==> src/hw/sis_pkg.sv <==
// Package for the system integrity status block: register layout, timing and carriers
package sis_pkg;
	// ****************************************************************
	// Register map (byte address on the bus)
	// ****************************************************************
	localparam logic [3:0] ADDR_CTRL_STATUS = 4'h0;
	localparam logic [3:0] ADDR_CONFIG = 4'h4;
	localparam logic [7:0] CTRL_STATUS_RESET = 8'h00;

	// Field positions in the control/status register
	localparam int BIT_WARN_IE = 6;
	localparam int BIT_WARN_FLAG = 5;
	localparam int BIT_LVR_FLAG = 4;
	localparam int BIT_RESERVED = 3;
	localparam int BIT_CLKF_IE = 2;
	localparam int BIT_CLKF_FLAG = 1;
	localparam int BIT_WDG_FLAG = 0;

	// Field positions in the option configuration register
	localparam int BIT_OPT_LVD_EN = 0;
	localparam int BIT_OPT_CSS_EN = 1;
	localparam int BIT_OPT_PLL_EN = 2;
	localparam int BIT_OPT_LONG_DELAY = 3;
	localparam logic [7:0] CONFIG_RESET = 8'h00;

	// ****************************************************************
	// Timing
	// ****************************************************************
	localparam int SHORT_DELAY_CYCLES = 256;
	localparam int LONG_DELAY_CYCLES = 4096;
	localparam int DELAY_W = 13;
	localparam logic [DELAY_W-1:0] SHORT_DELAY = DELAY_W'(SHORT_DELAY_CYCLES);
	localparam logic [DELAY_W-1:0] LONG_DELAY = DELAY_W'(LONG_DELAY_CYCLES);
	// Main clock declared lost after this many cycles without an edge
	localparam int LOSS_W = 4;
	localparam logic [LOSS_W-1:0] LOSS_LIMIT = 4'h8;
	// Main clock declared back after this many consecutive edges
	localparam logic [LOSS_W-1:0] RECOVER_LIMIT = 4'h4;

	// ****************************************************************
	// Carriers
	// ****************************************************************
	typedef enum logic [1:0]
	{
		CLK_MAIN = 2'b00,
		CLK_SAFE = 2'b01,
		CLK_HALTED = 2'b10
	} sis_clk_state_type;

	// Reset cause pulses from the reset sequence manager
	typedef struct packed
	{
		logic low_voltage_reset_detector;
		logic watchdog;
		logic external;
	} sis_reset_cause_type;

	// Interrupt requests toward the interrupt controller
	typedef struct packed
	{
		logic warn_req;
		logic clkf_req;
		logic wake_wait;
	} sis_irq_type;
endpackage

==> src/hw/sis_top.sv <==
// System integrity status block: supply warning, clock supervisor and status register
//
// Decided for this implementation: the address map and the Avalon-MM slave port.
`timescale 1ns/1ps
`default_nettype none
module sis_top
(
	input wire logic clk,
	input wire logic rst_n,
	input wire logic [3:0] avs_address,
	input wire logic avs_read,
	input wire logic avs_write,
	input wire logic [31:0] avs_writedata,
	input wire logic [3:0] avs_byteenable,
	output logic [31:0] avs_readdata,
	output logic avs_waitrequest,
	output logic [1:0] avs_response,
	input wire logic supply_warning_detector,
	input wire logic main_oscillator_clock,
	input wire logic main_osc_glitch,
	input wire sis_pkg::sis_reset_cause_type reset_cause,
	input wire logic reset_delay_active,
	input wire logic global_irq_mask,
	input wire logic warn_service_ack,
	input wire logic halt_mode,
	input wire logic wait_mode,
	output sis_pkg::sis_irq_type irq,
	output sis_pkg::sis_clk_state_type clock_select,
	output logic safe_oscillator_enable,
	output logic clock_filter_enable
);
	import sis_pkg::*;

	// ****************************************************************
	// Input synchronisers
	// ****************************************************************
	logic [2:0] warn_sync;
	logic [2:0] osc_sync;
	logic warn_level;
	logic osc_level;

	// Three stages; a change counts once stages two and three agree
	always_ff @(posedge clk)
	begin
		if (!rst_n)
		begin
			warn_sync <= 3'h0;
			osc_sync <= 3'h0;
		end
		else
		begin
			warn_sync <= {warn_sync[1:0], supply_warning_detector};
			osc_sync <= {osc_sync[1:0], main_oscillator_clock};
		end
	end

	always_ff @(posedge clk)
	begin
		if (!rst_n)
		begin
			warn_level <= 1'b0;
			osc_level <= 1'b0;
		end
		else
		begin
			if (warn_sync[1] == warn_sync[2])
			begin
				warn_level <= warn_sync[2];
			end
			if (osc_sync[1] == osc_sync[2])
			begin
				osc_level <= osc_sync[2];
			end
		end
	end

	// ****************************************************************
	// Configuration register (option settings)
	// ****************************************************************
	logic [7:0] config_reg;
	logic opt_lvd_en;
	logic opt_css_en;
	logic opt_pll_en;
	logic opt_long_delay;

	assign opt_lvd_en = config_reg[BIT_OPT_LVD_EN];
	assign opt_css_en = config_reg[BIT_OPT_CSS_EN];
	assign opt_pll_en = config_reg[BIT_OPT_PLL_EN];
	assign opt_long_delay = config_reg[BIT_OPT_LONG_DELAY];

	// ****************************************************************
	// Bus decode
	// ****************************************************************
	logic wr_status;
	logic wr_config;
	logic rd_status;
	logic bus_hit;
	logic rd_pending;

	// Writes finish in the cycle they arrive; reads take one wait cycle
	assign avs_waitrequest = avs_read && !rd_pending;
	assign bus_hit = (avs_address == ADDR_CTRL_STATUS) || (avs_address == ADDR_CONFIG);
	assign wr_status = avs_write && avs_byteenable[0] && (avs_address == ADDR_CTRL_STATUS);
	assign wr_config = avs_write && avs_byteenable[0] && (avs_address == ADDR_CONFIG);
	assign rd_status = avs_read && rd_pending && (avs_address == ADDR_CTRL_STATUS);

	always_ff @(posedge clk)
	begin
		if (!rst_n)
		begin
			rd_pending <= 1'b0;
		end
		else
		begin
			rd_pending <= avs_read && !rd_pending;
		end
	end

	always_ff @(posedge clk)
	begin
		if (!rst_n)
		begin
			config_reg <= CONFIG_RESET;
		end
		else if (wr_config && !halt_mode)
		begin
			config_reg <= avs_writedata[7:0];
		end
	end

	// ****************************************************************
	// Supply warning
	// ****************************************************************
	logic warn_flag;
	logic warn_prev;
	logic warn_ie;
	logic warn_ie_prev;
	logic warn_pending;
	logic [DELAY_W-1:0] delay_count;
	logic in_reset_window;

	// Live comparator value, gated off when the detector option is off
	assign warn_flag = opt_lvd_en && warn_level;

	// Cycles since the reset delay phase ended; falling crossings inside it are dropped
	always_ff @(posedge clk)
	begin
		if (!rst_n || reset_delay_active)
		begin
			delay_count <= '0;
		end
		else if (in_reset_window)
		begin
			delay_count <= delay_count + DELAY_W'(1);
		end
	end

	assign in_reset_window = delay_count < (opt_long_delay ? LONG_DELAY : SHORT_DELAY);

	always_ff @(posedge clk)
	begin
		if (!rst_n)
		begin
			warn_prev <= 1'b0;
			warn_ie_prev <= 1'b0;
		end
		else
		begin
			warn_prev <= warn_flag;
			warn_ie_prev <= warn_ie;
		end
	end

	// Pending warning: set on every toggle except a fall inside the reset window, and on enable while still below threshold
	always_ff @(posedge clk)
	begin
		if (!rst_n)
		begin
			warn_pending <= 1'b0;
		end
		else if (warn_ie && !halt_mode &&
			(((warn_flag != warn_prev) && !(in_reset_window && !warn_flag)) ||
			(!warn_ie_prev && warn_flag)))
		begin
			warn_pending <= 1'b1;
		end
		else if (warn_service_ack || !warn_ie)
		begin
			warn_pending <= 1'b0;
		end
	end

	// ****************************************************************
	// Clock supervisor
	// ****************************************************************
	logic osc_prev;
	logic [LOSS_W-1:0] idle_count;
	logic [LOSS_W-1:0] edge_count;
	logic clk_lost;
	logic clk_back;
	sis_clk_state_type clk_state;

	always_ff @(posedge clk)
	begin
		if (!rst_n)
		begin
			osc_prev <= 1'b0;
		end
		else
		begin
			osc_prev <= osc_level;
		end
	end

	// Edge watchdog on the sampled main clock; a single glitch only counts as an edge
	// when the filter is off, since the multiplier then passes it straight through
	always_ff @(posedge clk)
	begin
		if (!rst_n)
		begin
			idle_count <= '0;
			edge_count <= '0;
		end
		else if (osc_level != osc_prev && !(main_osc_glitch && opt_pll_en))
		begin
			idle_count <= '0;
			if (edge_count != RECOVER_LIMIT)
			begin
				edge_count <= edge_count + LOSS_W'(1);
			end
		end
		else if (idle_count != LOSS_LIMIT)
		begin
			idle_count <= idle_count + LOSS_W'(1);
			if (idle_count == LOSS_LIMIT - LOSS_W'(1))
			begin
				edge_count <= '0;
			end
		end
	end

	assign clk_lost = idle_count == LOSS_LIMIT;
	assign clk_back = edge_count == RECOVER_LIMIT;
	assign clock_filter_enable = opt_pll_en;

	// Halt parks the supervisor but keeps its setup, so an interrupt wake resumes it
	always_ff @(posedge clk)
	begin
		if (!rst_n)
		begin
			clk_state <= CLK_MAIN;
		end
		else
		begin
			unique case (clk_state)
				CLK_MAIN:
				begin
					if (halt_mode)
					begin
						clk_state <= CLK_HALTED;
					end
					else if (opt_css_en && clk_lost)
					begin
						clk_state <= CLK_SAFE;
					end
				end
				CLK_SAFE:
				begin
					if (halt_mode)
					begin
						clk_state <= CLK_HALTED;
					end
					else if (clk_back || !opt_css_en)
					begin
						clk_state <= CLK_MAIN;
					end
				end
				CLK_HALTED:
				begin
					if (!halt_mode)
					begin
						clk_state <= CLK_MAIN;
					end
				end
				default:
				begin
					clk_state <= CLK_MAIN;
				end
			endcase
		end
	end

	assign clock_select = clk_state;
	assign safe_oscillator_enable = opt_css_en && (clk_state != CLK_HALTED);

	// ****************************************************************
	// Control/status register
	// ****************************************************************
	logic clkf_ie;
	logic clkf_flag;
	logic lvr_flag;
	logic wdg_flag;
	logic [7:0] status_value;

	// Enables; frozen in halt
	always_ff @(posedge clk)
	begin
		if (!rst_n)
		begin
			warn_ie <= CTRL_STATUS_RESET[BIT_WARN_IE];
			clkf_ie <= CTRL_STATUS_RESET[BIT_CLKF_IE];
		end
		else if (wr_status && !halt_mode)
		begin
			warn_ie <= avs_writedata[BIT_WARN_IE];
			clkf_ie <= avs_writedata[BIT_CLKF_IE];
		end
	end

	// Clock failure flag: hardware set wins over a clearing read
	always_ff @(posedge clk)
	begin
		if (!rst_n)
		begin
			clkf_flag <= CTRL_STATUS_RESET[BIT_CLKF_FLAG];
		end
		else if (!opt_css_en)
		begin
			clkf_flag <= 1'b0;
		end
		else if (clk_state == CLK_SAFE)
		begin
			clkf_flag <= 1'b1;
		end
		else if (rd_status && !halt_mode)
		begin
			clkf_flag <= 1'b0;
		end
	end

	// Reset-source flags survive rst_n: they record causes from the reset manager.
	// Set beats a software clear of zero landing in the same cycle.
	always_ff @(posedge clk)
	begin
		if (reset_cause.low_voltage_reset_detector)
		begin
			lvr_flag <= 1'b1;
			wdg_flag <= 1'b0;
		end
		else if (reset_cause.watchdog)
		begin
			wdg_flag <= 1'b1;
		end
		else if (reset_cause.external)
		begin
			wdg_flag <= 1'b0;
		end
		else if (!rst_n)
		begin
			lvr_flag <= lvr_flag;
			wdg_flag <= wdg_flag;
		end
		else if (wr_status && !halt_mode)
		begin
			if (!avs_writedata[BIT_LVR_FLAG])
			begin
				lvr_flag <= 1'b0;
			end
			if (!avs_writedata[BIT_WDG_FLAG])
			begin
				wdg_flag <= 1'b0;
			end
		end
	end

	// Reserved bit reads zero whatever software wrote
	always_comb
	begin
		status_value = CTRL_STATUS_RESET;
		status_value[BIT_WARN_IE] = warn_ie;
		status_value[BIT_WARN_FLAG] = warn_flag;
		status_value[BIT_LVR_FLAG] = lvr_flag === 1'b1;
		status_value[BIT_RESERVED] = 1'b0;
		status_value[BIT_CLKF_IE] = clkf_ie;
		status_value[BIT_CLKF_FLAG] = clkf_flag;
		status_value[BIT_WDG_FLAG] = wdg_flag === 1'b1;
	end

	// Read data registered; unmapped addresses read zero with a slave error
	always_ff @(posedge clk)
	begin
		if (!rst_n)
		begin
			avs_readdata <= 32'h0;
			avs_response <= 2'h0;
		end
		else if (avs_read && !rd_pending)
		begin
			avs_response <= bus_hit ? 2'h0 : 2'h2;
			if (avs_address == ADDR_CTRL_STATUS)
			begin
				avs_readdata <= {24'h0, status_value};
			end
			else if (avs_address == ADDR_CONFIG)
			begin
				avs_readdata <= {24'h0, config_reg};
			end
			else
			begin
				avs_readdata <= 32'h0;
			end
		end
	end

	// ****************************************************************
	// Interrupt requests
	// ****************************************************************
	logic clkf_req;
	logic warn_req;

	// Clock failure needs the supervisor option and the enable, set before or after the failure
	assign clkf_req = clkf_flag && clkf_ie && opt_css_en;
	assign warn_req = warn_pending && opt_lvd_en;

	// Requests masked globally, wake_wait unmasked; no wake from halt since wake_wait is gated off by halt_mode
	always_ff @(posedge clk)
	begin
		if (!rst_n)
		begin
			irq <= '0;
		end
		else
		begin
			irq.warn_req <= warn_req && !global_irq_mask;
			irq.clkf_req <= clkf_req && !global_irq_mask;
			irq.wake_wait <= (warn_req || clkf_req) && wait_mode && !halt_mode;
		end
	end
endmodule
`default_nettype wire

==> config.mk <==
export PLATFORM = sky130hd
export DESIGN_NAME = sis_top
export DESIGN_NICKNAME = d
export VERILOG_FILES = /design/src/hw/sis_pkg.sv /design/src/hw/sis_top.sv
export SDC_FILE = /design/constraint.sdc
export NUM_CORES = 1
export LEC_CHECK = 0
export ABC_AREA = 1
export BUFFER_PORTS_ARGS = -buffer_cell sky130_fd_sc_hd__buf_2
export CAP_MARGIN = 20
export CORE_MARGIN = 4
export CORE_UTILIZATION = 54
export CTS_BUF_LIST = sky130_fd_sc_hd__clkbuf_4 sky130_fd_sc_hd__clkbuf_8 sky130_fd_sc_hd__clkbuf_16
export CTS_CLUSTER_DIAMETER = 100
export DETAILED_ROUTE_END_ITERATION = 6
export MAX_ROUTING_LAYER = met4
export PLACE_DENSITY = 0.86
export SETUP_SLACK_MARGIN = 0.2
export SYNTH_ARGS = -nofsm -noshare
export SYNTH_HDL_FRONTEND = slang
export SYNTH_SLANG_ARGS = --single-unit
==> constraint.sdc <==
create_clock -name clk -period 2.7 [get_ports clk]
set_input_delay 0.405 -clock clk [delete_from_list [all_inputs] [get_ports clk]]
set_output_delay 0.405 -clock clk [all_outputs]
set_load 0.005 [all_outputs]
======== Word-level counts from Yosys, hierarchy flattened ========
Cells that the tools add are included.
storage, ports and cells
  word-level logic and storage cells ...... 131
  output and inout bits ................... 42
  register bits after elaboration ......... 86
  input port bits ......................... 55
operators by class
  add/sub/neg operators ................... 3
  bitwise operators ....................... 4
  reductions and logical operators ........ 56
  magnitude comparators ................... 1
  equal/unequal tests ..................... 20
  mux-type cells .......................... 23
operator list
  operator                                       count
  logical AND 1 bit                              26
  2-to-1 mux 4 bit                               4
  2-to-1 mux 8 bit                               2
  adder 13 x 1 -> 13 bit, second input constant  1
  < comparator 13 bit                            1
  2-to-1 mux 13 bit                              1
  == test 4 x 3 -> 1 bit, second input constant  3
  2-to-1 mux 2 bit                               6
  logical NOT 1 bit                              10
  2-to-1 mux 1 bit                               9
  AND reduction 3 bit                            3
  adder 4 x 1 -> 4 bit, second input constant    2
  nonzero test 2 bit                             4
  logical OR 1 bit                               6
  != test 3 bit, second input constant           2
  one-hot mux 2 bit (3 select lines)             1
  nonzero test 3 bit                             2
  AND reduction 5 bit                            1
  == test 4 bit, second input constant           1
  logical NOT 4 bit                              1
  != test 2 bit, second input constant           2
  != test 4 x 3 -> 1 bit, second input constant  1
  != test 4 bit, second input constant           1
  NOT 1 bit                                      4
  other kinds (10)                               13

======== Depth between registers and ports, before layout ========
  word-level depth ........................ 8
  gate-level depth with buffers ........... 10
  gate-level depth less buffers ........... 10

======== Worst setup path after synthesis ========
Ideal clock, no wire load.
  path type ............................... reg-to-reg
  start point ............................. register config_reg[3]
  end point ............................... register delay_count[4]
  data arrival time ....................... 1.347 ns
  library setup time ...................... 0.116 ns
  setup slack ............................. 1.237 ns
  data required time ...................... 2.584 ns
  buffers on the path ..................... 1
  period minus slack after synthesis ...... 1.463 ns
  cell stages (with the launch flop) ...... 10
  cells stage by stage .................... dfxtp_1 -> inv_1 -> ha_1 -> nand2_1 -> nand2_1 -> nor2_2 -> nand2_4 -> buf_6 -> nor3b_2 -> nor2_1
between the ends
  longest elaborated chain between the ends .. 2
RTL lines
  what                    RTL line        text
  from (decl)             sis_top.sv:80   logic [7:0] config_reg;
  from (signal assigned)  sis_top.sv:127  config_reg <= avs_writedata[7:0];
  2-to-1 mux 13 bit       sis_top.sv:158  assign in_reset_window = delay_count < (opt_long_delay ? LONG_DELAY : SHORT_DELAY);
  < comparator 13 bit     sis_top.sv:158
  to (signal assigned)    sis_top.sv:154  delay_count <= delay_count + DELAY_W'(1);
  to (decl)               sis_top.sv:139  logic [DELAY_W-1:0] delay_count;
Every way passes these cells.
A chain may end at the register's enable or synchronous reset.

======== Worst setup path in the final report ========
  start point ............................. register config_reg[3]
  end point ............................... register delay_count[11]
Same word-level chain as after synthesis.

==> metrics <==
P_leak=0.00158 µW; Max Slew Vio Count=0; Die Height=81.7 µm; die area=0.00667 mm²; CTS clock-pin slew for the worst setup and hold paths=0.07 ns; core area=0.00517 mm²; Most Frequent Cell on Critical Path=nand2_1; ANT nets after route=0; Required @ worst endpoint=2.93 ns; WS Path Type=flop to flop; CP delay by family, top=simple AND/OR/NAND/NOR gates; final hold slack=0.244 ns; WL per Instance=11.5 µm; register area share after synthesis=41.6%; layout cells sized above 1=17.7%; Buf/Inv on CP=1; critical path arrival=1.83 ns; placed inst area=0.00312 mm²; Hold Path Stages=2; starting density of the core=56.7%; antenna violations before repair=0; # setup viols final=0; endpoint class of the critical path=flop; fin nets=514; run status=completed; f_max=626 MHz; Synth Warn #=0; PwrDens=626 mW/mm²; reg2reg end=delay_count[11]; Mapped Cells=404; minimum clock period=1.60 ns; final hold violations=0; Critical Path Fanout Max=17; Fin Setup TNS=0 ns; Critical path origin=config_reg[3]; first-pass GRT wire length=10000 µm; post_cts resized=0; crit path cell chain=inv_1 -> ha_1 -> nand2_1 -> nand2_1 -> nor2_2 -> nand2_4 -> nor2_2 -> nand3_1 -> nand2_1 -> nor2_1; CP Launch Type=flop; Ports=97; Worst VDD drop=0.000423 V; H-tree Lvls=3; TritonCTS clock tree=built; clk_skew=0.00735 ns; drt first-iter violations=160; DRT Pass-1 Iters=5; Sink Count=61; Row Count=26; unrepaired setup endpoints after global routing=no; n_diodes=0; Worst Setup EP=delay_count[11]; setup repair bufs after CTS=0; post-route cell area=0.00338 mm²; worst r2r path cells=10; worst r2r src=config_reg[3]; Crit. path cell count=10; Detailed Place HPWL=4480 µm; r2r setup slk=1.10 ns; Routed WL=6090 µm; syn avg cell area=7.26 µm²; maximum root-to-sink buffer count=2; Non-Filler Instances=528; MaxCap Viol Count=0; drt drc=0; largest net degree at the start of global routing=27; Clock Tree Root=clkbuf_8; CTS Hold Bufs=0; register bit total from synthesis=61; placed cells=512; RD Place Congestion=0.823; total CTS buffers=9; slowest CP cell=dfxtp_1; vias in the first global route=2379; Port-buffer cells=44; period utilization=59.2%; final core occ=65.3%; hold crit path type=input port to flop; synth-to-layout area growth=15.2%; fillers=436; die width=81.7 µm; grt ovf=0; crit-path max cell delay=0.33 ns; Overall Global Routing Usage=20.3%; Synth cell types=35; Via Count=2593; Mapped Area=0.00293 mm²; vias per cell=4.91; Skew-Pair Late Insertion Delay=0.34 ns; number of flip-flops in the largest register=13
synthesized netlist by cell type:
master	number	area, µm²
ha_1	6	75.1
xnor2_1	1	8.76
nand3_2	1	10.0
nor2_4	2	22.5
inv_4	1	6.26
nor2_2	5	31.3
inv_2	4	15.0
nand2_1	75	282
o22ai_1	4	25.0
nand2_4	1	11.3
buf_6	1	11.3
nand2_2	2	12.5
nor2_1	45	169
a21oi_1	33	165
buf_2	1	5.00
nand4_2	1	12.5
o211ai_1	1	7.51
nand4_1	5	31.3
a21o_1	1	7.51
o21ai_0	27	135
and3_1	1	6.26
a41oi_1	1	8.76
dfxtp_1	61	1220
o21ai_1	1	5.00
nor3_1	6	30.0
conb_1	1	3.75
xor2_1	4	35.0
o21bai_1	2	15.0
clkbuf_1	2	7.51
nand3_1	19	95.1
a211oi_1	1	7.51
inv_1	58	218
buf_1	1	3.75
nor3b_2	3	37.5
buf_4	26	195
how the worst min path moves through the flow:
stage | end | startpoint
after floorplan | osc_sync[1] | osc_sync[0]
after global placement | warn_sync[1] | warn_sync[0]
after detailed placement | osc_sync[1] | osc_sync[0]
after CTS | wdg_flag | reset_cause[2]
after global routing | wdg_flag | reset_cause[2]
final | wdg_flag | reset_cause[2]
layer usage:
| layer | global-route usage [%] | wire length (µm) | vias up |
|---|---|---|---|
| li1 | - | - | 1336 |
| met1 | 23.3 | 2650 | 1159 |
| met2 | 31.7 | 2920 | 88 |
| met3 | 5.48 | 421 | 10 |
| met4 | 12.5 | 100 | 0 |
| met5 | - | 0 | - |
cell families (layout without fill, tap and decap cells):
group | Yosys count | after routing | synth area share (%)
adder cells (fa/ha/maj) | 6 | 6 | 2.56
buffers and inverters | 94 | 124 | 15.7
XOR/XNOR | 5 | 5 | 1.49
other | 1 | 25 | 0.128
AND/OR/NAND/NOR | 166 | 166 | 25.6
flip-flops | 61 | 61 | 41.6
AO/OA/AOI/OAI | 71 | 71 | 12.8
stage by stage:
step	total power (µW)	setup slack, ns
after floorplan	1050	1.24
after global placement	1070	1.08
after detailed placement	1080	1.08
after CTS	2120	1.09
after global routing	2190	0.977
final	2120	1.10
layout by cell type, fill, tap and decap left out, types with 2 or more instances in the layout:
cell type / Yosys / final
buf_2: 1 / 44
conb_1: 1 / 25
o21ai_0: 27 / 27
nand3_1: 19 / 19
inv_2: 4 / 4
ha_1: 6 / 6
a21oi_1: 33 / 33
nor3_1: 6 / 6
clkbuf_8: 0 / 12
o22ai_1: 4 / 4
o21bai_1: 2 / 2
xor2_1: 4 / 4
nand4_1: 5 / 5
bufinv_16: 0 / 3
nor3b_2: 3 / 3
inv_1: 58 / 58
nor2_2: 5 / 5
nand2_2: 2 / 2
nand2_1: 75 / 75
dfxtp_1: 61 / 61
nor2_4: 2 / 2
nor2_1: 45 / 45
report_power, final:
group / switching, µW / total (µW) / internal [µW] / leakage [µW]
Clock: 356 / 1060 / 700 / 0.000133
Combinational: 77.7 / 125 / 46.8 / 0.000948
Sequential: 14.1 / 935 / 921 / 0.000496
Total: 448 / 2120 / 1670 / 0.00158
final cells by class:
| class | instances | area [µm²] | share of cell area [%] |
|---|---|---|---|
| multi-input combinational | 273 | 1340 | 39.7 |
| sequential | 61 | 1220 | 36.1 |
| inverter | 63 | 239 | 7.07 |
| timing repair buffer | 45 | 228 | 6.74 |
| clock buffer | 13 | 173 | 5.11 |
| clock inverter | 3 | 90.1 | 2.67 |
| tap | 70 | 87.6 | 2.59 |
No activity file was read; power rests on OpenSTA's default activity.
